[src/inc/acced_pkg.sv]
// constants and carrier types for the gain clamp and carrier error detect slice
package acced_pkg;

  // --------------------------------------------------------------------------
  // datapath widths
  // --------------------------------------------------------------------------
  localparam int ACC_W   = 16;                // gain accumulator width
  localparam int GAIN_W  = 8;                 // gain byte taken from the accumulator top
  localparam int GERR_W  = 8;                 // signed gain step fed to the accumulator
  localparam int PH_W    = 8;                 // phase word, one full turn is 2**PH_W
  localparam int POFF_W  = 4;                 // phase offset, units of pi/8
  localparam int FOFF_W  = 5;                 // frequency offset, top bits of the result
  localparam int DLY_K_MAX = 4;               // largest usable delay exponent
  localparam int FSH_MAX = 4;                 // largest usable frequency shift

  // --------------------------------------------------------------------------
  // register bus
  // --------------------------------------------------------------------------
  localparam int ADDR_W = 8;                  // byte address
  localparam int DATA_W = 32;
  localparam logic [5:0] IDX_LIMITS = 6'h02;  // gain_control_limits
  localparam logic [5:0] IDX_PHASE  = 6'h03;  // carrier_phase_detector_control
  localparam logic [5:0] IDX_DISC   = 6'h04;  // discriminator_control
  localparam logic [5:0] IDX_FREQ   = 6'h05;  // frequency_error_detector_control
  localparam logic [5:0] IDX_STATUS = 6'h08;  // read-only block state

  // field positions
  localparam int LIM_UP_LSB = 8;              // upper limit in bits 15-8
  localparam int LIM_LO_LSB = 0;              // lower limit in bits 7-0
  localparam int POFF_LSB   = 2;              // phase offset in bits 5-2
  localparam int PSH_LSB    = 0;              // phase shift in bits 1-0
  localparam int DLY_LSB    = 0;              // delay exponent in bits 2-0
  localparam int FOFF_LSB   = 3;              // frequency offset in bits 7-3
  localparam int FSH_LSB    = 0;              // frequency shift in bits 2-0

  // values after reset
  localparam logic [7:0]       RST_UPPER = 8'hff;   // clamp open at the top
  localparam logic [7:0]       RST_LOWER = 8'h00;   // clamp open at the bottom
  localparam logic [7:0]       RST_CTRL  = 8'h00;
  localparam logic [ACC_W-1:0] RST_ACC   = 16'h0000;

  // --------------------------------------------------------------------------
  // carriers
  // --------------------------------------------------------------------------
  typedef struct packed {
    logic [GERR_W-1:0] gain_err;              // signed step for the accumulator
    logic [PH_W-1:0]   phase;                 // converter phase, one turn = 2**PH_W
  } acced_sample_type;

  typedef struct packed {
    logic [1:0]        gain_exp;              // exponent bits of the gain byte
    logic [5:0]        gain_man;              // mantissa bits of the gain byte
    logic [PH_W-1:0]   phase_err;             // offset and shifted phase
    logic [PH_W-1:0]   freq_err;              // offset and shifted frequency
  } acced_result_type;

endpackage : acced_pkg

[src/verilog/acced_core.sv]
// gain clamp, phase error and frequency error datapath slice with register port
`timescale 1ns/1ps
`default_nettype none

// Operation
// - gain comes from the top eight bits of the gain accumulator
// - sum above upper limit loads the accumulator with the upper limit
// - sum below lower limit loads the accumulator with the lower limit
// - each limit byte is two exponent bits then six mantissa bits, msb first
// - equal upper and lower limits hold the gain fixed at that value
// - phase offset is added modulo one turn to the converter phase
// - phase offset is a four-bit signed fraction of pi, 22.5 degree steps
// - phase error shifts left zero to three places, zeros fill from below
// - frequency is current phase minus phase delayed by two to the K
// - delay line supports one, two, four, eight and sixteen samples
// - frequency offset is added with wraparound to the discriminator output
// - frequency offset is a five-bit signed fraction from 0.9375 to -1.0
// - frequency offset lands on the top five bits, lower bits pass through
// - frequency error shifts left zero to four places by a three-bit field
module acced_core #(
  parameter int DLY_K_MAX = acced_pkg::DLY_K_MAX  // largest delay exponent
) (
  input  wire logic                           i_clock,   // 250 MHz system clock
  input  wire logic                           i_rst_n,   // async reset, active low
  input  wire logic [acced_pkg::ADDR_W-1:0]   i_addr,    // register byte address
  input  wire logic [acced_pkg::DATA_W-1:0]   i_wdata,   // register write data
  input  wire logic                           i_wr,      // write strobe
  input  wire logic                           i_rd,      // read strobe
  output logic      [acced_pkg::DATA_W-1:0]   o_rdata,   // read data, one cycle later
  input  wire logic                           i_valid,   // sample offered
  input  wire acced_pkg::acced_sample_type    i_sample,  // gain step and phase
  output logic                                o_ready,   // sample can be taken
  output logic                                o_valid,   // result offered
  output acced_pkg::acced_result_type         o_result,  // gain and error words
  input  wire logic                           i_ready    // receiver takes result
);

  // --------------------------------------------------------------------------
  // state
  // --------------------------------------------------------------------------
  localparam int DLY_N  = 1 << DLY_K_MAX;     // delay line depth
  localparam int SUM_W  = acced_pkg::ACC_W + 2;
  localparam int PH_W   = acced_pkg::PH_W;

  typedef struct packed {
    logic [7:0]                       upper;     // upper gain limit byte
    logic [7:0]                       lower;     // lower gain limit byte
    logic [7:0]                       ph_ctrl;   // phase detector control
    logic [7:0]                       disc_ctrl; // discriminator control
    logic [7:0]                       fr_ctrl;   // frequency detector control
    logic [acced_pkg::ACC_W-1:0]      acc;       // gain accumulator
    logic [DLY_N-1:0][PH_W-1:0]       hist;      // past phases, entry 0 newest
    logic                             out_v;     // output stage full
    acced_pkg::acced_result_type      out;       // output stage
    logic                             skid_v;    // second entry full
    acced_pkg::acced_result_type      skid;      // second entry
    logic                             ready;     // room for one more sample
    logic                             hit_hi;    // last sample hit the upper limit
    logic                             hit_lo;    // last sample hit the lower limit
    logic [acced_pkg::DATA_W-1:0]     rdata;     // read answer
  } acced_state_type;

  acced_state_type st_q;
  acced_state_type st_d;

  // --------------------------------------------------------------------------
  // datapath terms
  // --------------------------------------------------------------------------
  logic                                push;          // sample taken this cycle
  logic                                pop;           // result taken this cycle
  logic signed [SUM_W-1:0]             gsum;          // accumulator plus step
  logic signed [SUM_W-1:0]             hi_bound;      // largest sum inside the clamp
  logic signed [SUM_W-1:0]             lo_bound;      // smallest sum inside the clamp
  logic        [acced_pkg::ACC_W-1:0]  acc_next;      // clamped accumulator
  logic                                clamp_hi;
  logic                                clamp_lo;
  logic        [PH_W-1:0]              ph_adj;        // phase plus offset
  logic        [PH_W-1:0]              ph_err;        // shifted phase error
  logic        [2:0]                   dly_k;         // delay exponent, held in range
  logic        [PH_W-1:0]              ph_old;        // delayed phase
  logic        [PH_W-1:0]              fr_raw;        // discriminator output
  logic        [PH_W-1:0]              fr_adj;        // frequency plus offset
  logic        [2:0]                   fr_sh;         // frequency shift, held in range
  logic        [PH_W-1:0]              fr_err;        // shifted frequency error
  acced_pkg::acced_result_type         res;           // result of this sample

  assign push = i_valid & st_q.ready;
  assign pop  = st_q.out_v & i_ready;

  // gain accumulator with limit clamp, two spare bits keep carry and sign
  assign gsum     = $signed({2'b00, st_q.acc})
                  + $signed({{(SUM_W-acced_pkg::GERR_W){i_sample.gain_err[acced_pkg::GERR_W-1]}},
                             i_sample.gain_err});
  assign hi_bound = $signed({2'b00, st_q.upper, 8'hff});
  assign lo_bound = $signed({2'b00, st_q.lower, 8'h00});
  assign clamp_hi = gsum > hi_bound;
  assign clamp_lo = !clamp_hi && (gsum < lo_bound);
  // equal limits leave only one legal top byte, so the gain is fixed
  always_comb begin
    if (clamp_hi) begin
      acc_next = {st_q.upper, 8'h00};
    end else if (clamp_lo) begin
      acc_next = {st_q.lower, 8'h00};
    end else begin
      acc_next = gsum[acced_pkg::ACC_W-1:0];
    end
  end

  // phase offset in pi/8 steps sits on the top four bits of the turn
  assign ph_adj = i_sample.phase
                + {st_q.ph_ctrl[acced_pkg::POFF_LSB +: acced_pkg::POFF_W],
                   {(PH_W-acced_pkg::POFF_W){1'b0}}};
  assign ph_err = PH_W'(ph_adj << st_q.ph_ctrl[acced_pkg::PSH_LSB +: 2]);

  // delay exponents past the line depth use the deepest tap
  assign dly_k  = (st_q.disc_ctrl[acced_pkg::DLY_LSB +: 3] > 3'(DLY_K_MAX))
                ? 3'(DLY_K_MAX) : st_q.disc_ctrl[acced_pkg::DLY_LSB +: 3];
  assign ph_old = st_q.hist[(5'd1 << dly_k) - 5'd1];
  assign fr_raw = i_sample.phase - ph_old;
  assign fr_adj = fr_raw
                + {st_q.fr_ctrl[acced_pkg::FOFF_LSB +: acced_pkg::FOFF_W],
                   {(PH_W-acced_pkg::FOFF_W){1'b0}}};
  // invalid shift codes saturate rather than wrap the shifter
  assign fr_sh  = (st_q.fr_ctrl[acced_pkg::FSH_LSB +: 3] > 3'(acced_pkg::FSH_MAX))
                ? 3'(acced_pkg::FSH_MAX) : st_q.fr_ctrl[acced_pkg::FSH_LSB +: 3];
  assign fr_err = PH_W'(fr_adj << fr_sh);

  // result word, gain byte split as exponent then mantissa
  always_comb begin
    res           = '0;
    res.gain_exp  = acc_next[acced_pkg::ACC_W-1 -: 2];
    res.gain_man  = acc_next[acced_pkg::ACC_W-3 -: 6];
    res.phase_err = ph_err;
    res.freq_err  = fr_err;
  end

  // --------------------------------------------------------------------------
  // next state
  // --------------------------------------------------------------------------
  always_comb begin
    logic wr_hit;
    logic [5:0] idx;
    wr_hit = 1'b0;
    idx    = i_addr[acced_pkg::ADDR_W-1:2];
    st_d   = st_q;

    // register writes; reserved bits in the stored control bytes steer nothing, bits above them are dropped
    wr_hit = i_wr && (i_addr[1:0] == 2'b00);
    if (wr_hit) begin
      unique case (idx)
        acced_pkg::IDX_LIMITS: begin
          st_d.upper = i_wdata[acced_pkg::LIM_UP_LSB +: 8];
          st_d.lower = i_wdata[acced_pkg::LIM_LO_LSB +: 8];
        end
        acced_pkg::IDX_PHASE:  st_d.ph_ctrl   = i_wdata[7:0];
        acced_pkg::IDX_DISC:   st_d.disc_ctrl = i_wdata[7:0];
        acced_pkg::IDX_FREQ:   st_d.fr_ctrl   = i_wdata[7:0];
        default: ;
      endcase
    end

    // read answer stands only in the cycle after the strobe
    st_d.rdata = '0;
    if (i_rd && (i_addr[1:0] == 2'b00) && (idx == acced_pkg::IDX_STATUS)) begin
      st_d.rdata = {20'h00000, st_q.hit_hi, st_q.hit_lo, st_q.skid_v, st_q.out_v,
                    st_q.acc[acced_pkg::ACC_W-1 -: 8]};
    end

    // accumulator and delay line only move with a taken sample
    if (push) begin
      st_d.acc    = acc_next;
      st_d.hit_hi = clamp_hi;
      st_d.hit_lo = clamp_lo;
      for (int i = DLY_N-1; i > 0; i--) begin
        st_d.hist[i] = st_q.hist[i-1];
      end
      st_d.hist[0] = i_sample.phase;
    end

    // two-entry buffer: a stalled receiver parks one result in the skid slot
    if (!st_q.out_v || pop) begin
      if (st_q.skid_v) begin
        st_d.out    = st_q.skid;
        st_d.out_v  = 1'b1;
        st_d.skid_v = 1'b0;
      end else begin
        st_d.out    = res;
        st_d.out_v  = push;
      end
    end else if (push) begin
      st_d.skid   = res;
      st_d.skid_v = 1'b1;
    end
    st_d.ready = !st_d.skid_v;
  end

  // --------------------------------------------------------------------------
  // state register
  // --------------------------------------------------------------------------
  always_ff @(posedge i_clock or negedge i_rst_n) begin
    if (!i_rst_n) begin
      st_q           <= '0;
      st_q.upper     <= acced_pkg::RST_UPPER;
      st_q.lower     <= acced_pkg::RST_LOWER;
      st_q.ph_ctrl   <= acced_pkg::RST_CTRL;
      st_q.disc_ctrl <= acced_pkg::RST_CTRL;
      st_q.fr_ctrl   <= acced_pkg::RST_CTRL;
      st_q.acc       <= acced_pkg::RST_ACC;
      st_q.ready     <= 1'b1;
    end else begin
      st_q <= st_d;
    end
  end

  // outputs straight from the state register
  assign o_rdata  = st_q.rdata;
  assign o_ready  = st_q.ready;
  assign o_valid  = st_q.out_v;
  assign o_result = st_q.out;

  // --------------------------------------------------------------------------
  // checks
  // --------------------------------------------------------------------------
  acced_pkg::acced_result_type newest;        // entry most recently written
  assign newest = st_q.skid_v ? st_q.skid : st_q.out;

  gain_byte_a: assert property (
    @(posedge i_clock) disable iff (!i_rst_n)
    push |=> {newest.gain_exp, newest.gain_man} == st_q.acc[acced_pkg::ACC_W-1 -: 8])
    else $error("gain byte differs from accumulator top");

  clamp_upper_a: assert property (
    @(posedge i_clock) disable iff (!i_rst_n)
    (push && gsum > $signed({2'b00, st_q.upper, 8'hff}))
      |=> st_q.acc == {$past(st_q.upper), 8'h00} && st_q.hit_hi)
    else $error("upper clamp not applied");

  clamp_lower_a: assert property (
    @(posedge i_clock) disable iff (!i_rst_n)
    (push && gsum < $signed({2'b00, st_q.lower, 8'h00})
          && gsum <= $signed({2'b00, st_q.upper, 8'hff}))
      |=> st_q.acc == {$past(st_q.lower), 8'h00} && st_q.hit_lo)
    else $error("lower clamp not applied");

  fixed_gain_a: assert property (
    @(posedge i_clock) disable iff (!i_rst_n)
    (push && st_q.upper == st_q.lower && !i_wr)
      |=> st_q.acc[acced_pkg::ACC_W-1 -: 8] == $past(st_q.upper))
    else $error("equal limits did not fix the gain");

  phase_offset_a: assert property (
    @(posedge i_clock) disable iff (!i_rst_n)
    (push && st_q.ph_ctrl[1:0] == 2'b00)
      |=> newest.phase_err == PH_W'($past(i_sample.phase)
                              + {$past(st_q.ph_ctrl[5:2]), 4'h0}))
    else $error("phase offset sum wrong");

  phase_shift_a: assert property (
    @(posedge i_clock) disable iff (!i_rst_n)
    (push && st_q.ph_ctrl[1:0] == 2'b11)
      |=> newest.phase_err[2:0] == 3'h0)
    else $error("phase shift did not zero-fill");

  disc_unit_a: assert property (
    @(posedge i_clock) disable iff (!i_rst_n)
    (push && st_q.disc_ctrl[2:0] == 3'h0 && st_q.fr_ctrl == 8'h00)
      ##1 (push && st_q.disc_ctrl[2:0] == 3'h0 && st_q.fr_ctrl == 8'h00)
      |=> newest.freq_err == PH_W'($past(i_sample.phase) - $past(i_sample.phase, 2)))
    else $error("unit delay discriminator wrong");

  freq_low_bits_a: assert property (
    @(posedge i_clock) disable iff (!i_rst_n)
    (push && st_q.fr_ctrl[2:0] == 3'h0)
      |=> newest.freq_err[2:0] == $past(fr_raw[2:0]))
    else $error("frequency offset touched low bits");

  freq_shift_a: assert property (
    @(posedge i_clock) disable iff (!i_rst_n)
    (push && st_q.fr_ctrl[2:0] == 3'h4)
      |=> newest.freq_err[3:0] == 4'h0)
    else $error("four-place frequency shift wrong");

  stall_hold_a: assert property (
    @(posedge i_clock) disable iff (!i_rst_n)
    (o_valid && !i_ready) |=> o_valid && $stable(o_result))
    else $error("result lost under stall");

  unmapped_read_a: assert property (
    @(posedge i_clock) disable iff (!i_rst_n)
    (i_rd && i_addr[7:2] != acced_pkg::IDX_STATUS) |=> o_rdata == 32'h00000000)
    else $error("unmapped read not zero");

  // a taken sample with a free output stage answers on the next edge
  take_answer_a: assert property (
    @(posedge i_clock) disable iff (!i_rst_n)
    (push && (!o_valid || i_ready)) |=> o_valid)
    else $error("taken sample produced no result");

  // both entries full must close the input before a word is lost
  skid_close_a: assert property (
    @(posedge i_clock) disable iff (!i_rst_n)
    (push && o_valid && !i_ready) |=> !o_ready)
    else $error("input stayed open with both entries full");

  // the parked result moves up first, so the stream keeps its order
  skid_order_a: assert property (
    @(posedge i_clock) disable iff (!i_rst_n)
    (o_valid && i_ready && st_q.skid_v) |=> o_valid && o_result == $past(st_q.skid))
    else $error("parked result lost or reordered");

  // a drained skid slot reopens the input one edge later
  input_reopen_a: assert property (
    @(posedge i_clock) disable iff (!i_rst_n)
    (o_valid && i_ready && !o_ready) |=> o_ready)
    else $error("input not reopened after skid drained");

  // nothing parked and nothing offered: the output stage empties
  stage_empty_a: assert property (
    @(posedge i_clock) disable iff (!i_rst_n)
    (o_valid && i_ready && o_ready && !i_valid) |=> !o_valid)
    else $error("stale result left in the output stage");

  // read answer stands one cycle only
  read_once_a: assert property (
    @(posedge i_clock) disable iff (!i_rst_n)
    (i_rd ##1 !i_rd) |=> o_rdata == 32'h00000000)
    else $error("read answer held too long");

  // status shows the gain byte as it stood at the strobe
  status_gain_a: assert property (
    @(posedge i_clock) disable iff (!i_rst_n)
    (i_rd && i_addr == {acced_pkg::IDX_STATUS, 2'b00})
      |=> o_rdata[7:0] == $past(st_q.acc[15:8]))
    else $error("status gain byte wrong");

  // both limit bytes land together in one write
  write_take_a: assert property (
    @(posedge i_clock) disable iff (!i_rst_n)
    (i_wr && i_addr == {acced_pkg::IDX_LIMITS, 2'b00})
      |=> {st_q.upper, st_q.lower} == $past(i_wdata[15:0]))
    else $error("limit write not taken");

  // offset sum wraps in eight bits, carry dropped
  freq_offset_a: assert property (
    @(posedge i_clock) disable iff (!i_rst_n)
    (push && st_q.fr_ctrl[2:0] == 3'h0)
      |=> newest.freq_err == PH_W'($past(fr_raw)
                              + {$past(st_q.fr_ctrl[7:3]), 3'h0}))
    else $error("frequency offset sum wrong");

  // one place: top bit dropped, zero in from below
  phase_shift_one_a: assert property (
    @(posedge i_clock) disable iff (!i_rst_n)
    (push && st_q.ph_ctrl[1:0] == 2'b01)
      |=> newest.phase_err == {$past(ph_adj[6:0]), 1'b0})
    else $error("one-place phase shift wrong");

  // two places on the frequency path
  freq_shift_two_a: assert property (
    @(posedge i_clock) disable iff (!i_rst_n)
    (push && st_q.fr_ctrl[2:0] == 3'h2)
      |=> newest.freq_err == {$past(fr_adj[5:0]), 2'b00})
    else $error("two-place frequency shift wrong");

  // with ordered limits the gain byte never leaves the window
  gain_window_a: assert property (
    @(posedge i_clock) disable iff (!i_rst_n)
    (push && st_q.lower <= st_q.upper)
      |=> st_q.acc[15:8] <= $past(st_q.upper)
          && st_q.acc[15:8] >= $past(st_q.lower))
    else $error("gain byte outside the limits");

endmodule : acced_core

`default_nettype wire

[config.mk]
export PLATFORM = sky130hd
export DESIGN_NAME = acced_core
export DESIGN_NICKNAME = d
export VERILOG_FILES = /design/src/inc/acced_pkg.sv /design/src/verilog/acced_core.sv
export SDC_FILE = /design/constraint.sdc
export NUM_CORES = 1
export LEC_CHECK = 0
export BUFFER_PORTS_ARGS = -buffer_cell sky130_fd_sc_hd__clkbuf_2
export CORE_ASPECT_RATIO = 0.5
export CORE_MARGIN = 1
export CORE_UTILIZATION = 35
export CTS_CLUSTER_DIAMETER = 100
export DETAILED_ROUTE_END_ITERATION = 6
export HOLD_SLACK_MARGIN = 0.12
export PLACE_DENSITY = 0.64
export REMOVE_ABC_BUFFERS = 1
export SLEW_MARGIN = 10
export SYNTH_ARGS = -nofsm -noshare
export SYNTH_HDL_FRONTEND = slang
export SYNTH_SLANG_ARGS = --single-unit
[constraint.sdc]
create_clock -name i_clock -period 5.5 [get_ports i_clock]
set_input_delay 0.825 -clock i_clock [delete_from_list [all_inputs] [get_ports i_clock]]
set_output_delay 0.825 -clock i_clock [all_outputs]
set_load 0.05 [all_outputs]
==> key figures <==
Outcome
  – Outcome: complete, no violations

Clock network
  – TritonCTS clock tree: done
  – Clock latency on the worst-skew pair: 0.54 ns
  – Clock-pin slew on the worst setup and hold paths: 0.06 ns
  – H-tree depth: 1
  – Total CTS buffers: 24
  – CTS Sinks: 242
  – Post-CTS resize count: 0
  – Root Buffer: clkbuf_16
  – Post-CTS setup buffer count: 0
  – Cts hold-fix bufs: 0
  – Maximum buffer depth of the clock tree: 3

Critical path
  – Worst Path Max Fanout: 8
  – Arr. time, crit path: 5.20 ns
  – CP Launch Type: primary input
  – Crit Path Category: in2reg
  – Critical Path RT: 5.89 ns
  – Endpoint kind of the worst setup timing path: register

Floorplan
  – Row cnt: 47
  – Die Ht: 134 µm
  – Die Wd: 266 µm
  – Starting Density: 0.363
  – Io pins: 120
  – CORE AREA: 33700 µm²
  – Die Footprint: 35700 µm²

STA
  – Fin crit share: 0.876
  – Min cycle time layout: 4.82 ns
  – Final setup viols: 0
  – Clk_skew: 0.0128 ns
  – Slew @ Worst Pin: 1.01 ns
  – Worst slew margin: 0.324
  – Fin Setup TNS: 0 ns
  – Final Hold Violating Endpoints: 0
  – Unrepaired setup endpoints after global routing: false
  – Slew Limit Fails: 0
  – Max Freq: 208 MHz

Global route
  – Vias in the first global route: 8323
  – Global-route wire length before repair: 42.7 mm
  – Initial antenna violation count: 0
  – Gr usage total: 0.148
  – Largest net degree at the start of global routing: 138
  – Gr ovfl total: 0

Route
  – 1st-iter DRT viols: 465
  – Via count: 7938
  – WL/cell: 16.0 µm
  – Vias per cell: 4.93
  – ANT nets after route: 0
  – Drt first pass iters: 5
  – Post-Route WL: 25.8 mm
  – Residual DRC: 0

Cells and area
  – Layout net count: 1240
  – Area of the multi-input gates: 5480 µm²
  – Final Util: 0.408
  – Reg area: 6070 µm²
  – # diodes: 0
  – Fillers: 3213
  – Share of layout cells above drive strength 1: 0.282
  – Syn-to-layout area delta: 12.4%
  – Most frequent cells in the layout: 233 x dfrtp_1, 159 x mux2_2, 97 x nand2_1
  – Commonest non-fill, non-tap cell in the layout: dfrtp_1

Placement
  – # port buffers: 83
  – Routability-driven placement congestion ratio: 0.805
  – Dpl hpwl: 18.4 mm

Logic synthesis
  – Mapped cell area: 12200 µm²
  – Post-synthesis async set-or-reset flop share: 1.00
  – Yosys cell types: 62
  – Main synth FF type: dfrtp_1
  – Mapped Avg Cell Area: 11.2 µm²
  – Post-Synthesis Cells: 1090
  – Synthesis-stage register bit count: 242
  – Post-synth EDFFs: 0
  – Yosys warns: 0
  – Register area share after synthesis: 0.496

Pwr
  – NetSw: 0.00244 W
  – Clock Power Share: 0.264
  – Int Pwr: 0.00457 W
  – Leak: 6.23 nW
  – Worst VDD drop: 0.224 mV
  – Comb power frac: 0.341
  – Flop pwr share: 0.395
  – Pwr Density: 510 nW/µm²
  – Net Sw Frac: 0.348

Worst hold path
  – Hold crit path type: in2async

Job
  – Maxcap violations: 0
==> through the flow <==
| stage | area, µm² | worst slack, ns | power, W | cells | hold WS (ns) |
|---|---|---|---|---|---|
| 2_1_floorplan | 11700 | 0.709 | 0.00451 | 1006 | 0.442 |
| 3_3_place_gp | 12800 | 0.116 | 0.00511 | 1566 | 0.462 |
| 3_5_place_dp | 12800 | 0.124 | 0.00521 | 1566 | 0.469 |
| 4_1_cts | 13700 | 0.646 | 0.00709 | 1610 | 0.352 |
| 5_1_grt | 13700 | 0.300 | 0.00747 | 1610 | 0.384 |
| 6_report | 13700 | 0.685 | 0.00702 | 1610 | 0.323 |
==> critical path: stages <==
cell and delay (ns):
clkbuf_2 0.08, ha_1 0.18, inv_1 0.06, fa_1 0.39, nand2b_1 0.18, a211o_1 0.33, a21oi_1 0.35, o21a_1 0.16
nor2_1 0.04, xnor2_1 0.37, ha_1 0.23, a21oi_1 0.06, o21ai_0 0.23, nand2_1 0.08, a31oi_1 0.28, o31ai_4 0.18
a21oi_2 0.16, buf_4 0.18, mux2_2 0.35, a21oi_1 0.35, o21ai_0 0.13
==> cell type report <==
class | instances | share of cell area
repair buffers | 95 | 0.0384
flip-flops and latches | 242 | 0.441
clock inverters | 6 | 0.0113
clock buffers | 38 | 0.0562
inverters | 44 | 0.0120
well taps | 465 | 0.0423
multi-input cells | 720 | 0.398
==> layer usage <==
layer | up-vias | wire, µm | global-route usage
met5 | - | 0 | 0
met3 | 31 | 860 | 0.0244
met2 | 106 | 13200 | 0.265
met4 | 0 | 422 | 0.0329
met1 | 3978 | 11400 | 0.188
li1 | 3823 | - | -
==> path summary, 6_finish.rpt <==
check                      cells past startpoint         from           to  slack [ns]
setup / recovery                              21  i_sample[8]    st_q[223]        0.68
hold / removal                                 1      i_rst_n    st_q[124]        0.32
setup reg to reg                              20    st_q[213]    st_q[223]        0.69
hold reg to reg                                2  o_result[4]  o_result[4]        0.48
max in group asynchronous                      2      i_rst_n   o_rdata[1]        3.97
min in group i_clock                           2  o_result[4]  o_result[4]        0.48
==> state kept, by name, summed over array words and instances, names as in the netlist <==
| signal | count |
|---|---|
| st_q | 188 |
| o_result | 24 |
| o_rdata | 12 |
| hi_bound | 8 |
| lo_bound | 8 |
| o_ready | 1 |
| o_valid | 1 |
==> Yosys cell counts, types with 8 or more instances <==
cell | instances | area share
dfrtp_1 | 233 | 0.48
mux2_2 | 159 | 0.15
nand2_1 | 98 | 0.030
o21ai_0 | 70 | 0.029
a21oi_1 | 63 | 0.026
buf_4 | 56 | 0.034
nor2_1 | 49 | 0.015
ha_1 | 44 | 0.045
inv_1 | 44 | 0.014
clkbuf_1 | 43 | 0.013
mux2i_1 | 17 | 0.014
xnor2_1 | 16 | 0.011
and2_1 | 15 | 0.0077
a211oi_1 | 14 | 0.0086
nor2b_1 | 10 | 0.0051
nor3_1 | 10 | 0.0041
o21ai_1 | 10 | 0.0041
dfstp_2 | 9 | 0.019
a21o_1 | 8 | 0.0049
o31ai_1 | 8 | 0.0049
xor2_1 | 8 | 0.0057
==> power groups by stage <==
stage	clock [W]	combinational (W)	sequential [W]
floorplan	0	0.00159	0.00292
global placement	0	0.00235	0.00276
detailed placement	0	0.00241	0.00280
CTS	0.00190	0.00242	0.00277
global route	0.00197	0.00265	0.00285
finish	0.00185	0.00239	0.00277
==> logic make-up (layout without fill, tap and decap cells) <==
| family | after synthesis | in the layout | share of synthesized area |
|---|---|---|---|
| multiplexers | 179 | 179 | 0.166 |
| adder cells (fa/ha/maj) | 51 | 51 | 0.0565 |
| other | 1 | 20 | 0.000307 |
| XOR/XNOR | 24 | 24 | 0.0172 |
| AO/OA/AOI/OAI | 229 | 229 | 0.119 |
| buffers and inverters | 147 | 183 | 0.0629 |
| AND/OR/NAND/NOR | 217 | 217 | 0.0815 |
| flip-flops | 242 | 242 | 0.496 |
No activity file was read; power rests on OpenSTA's default activity.
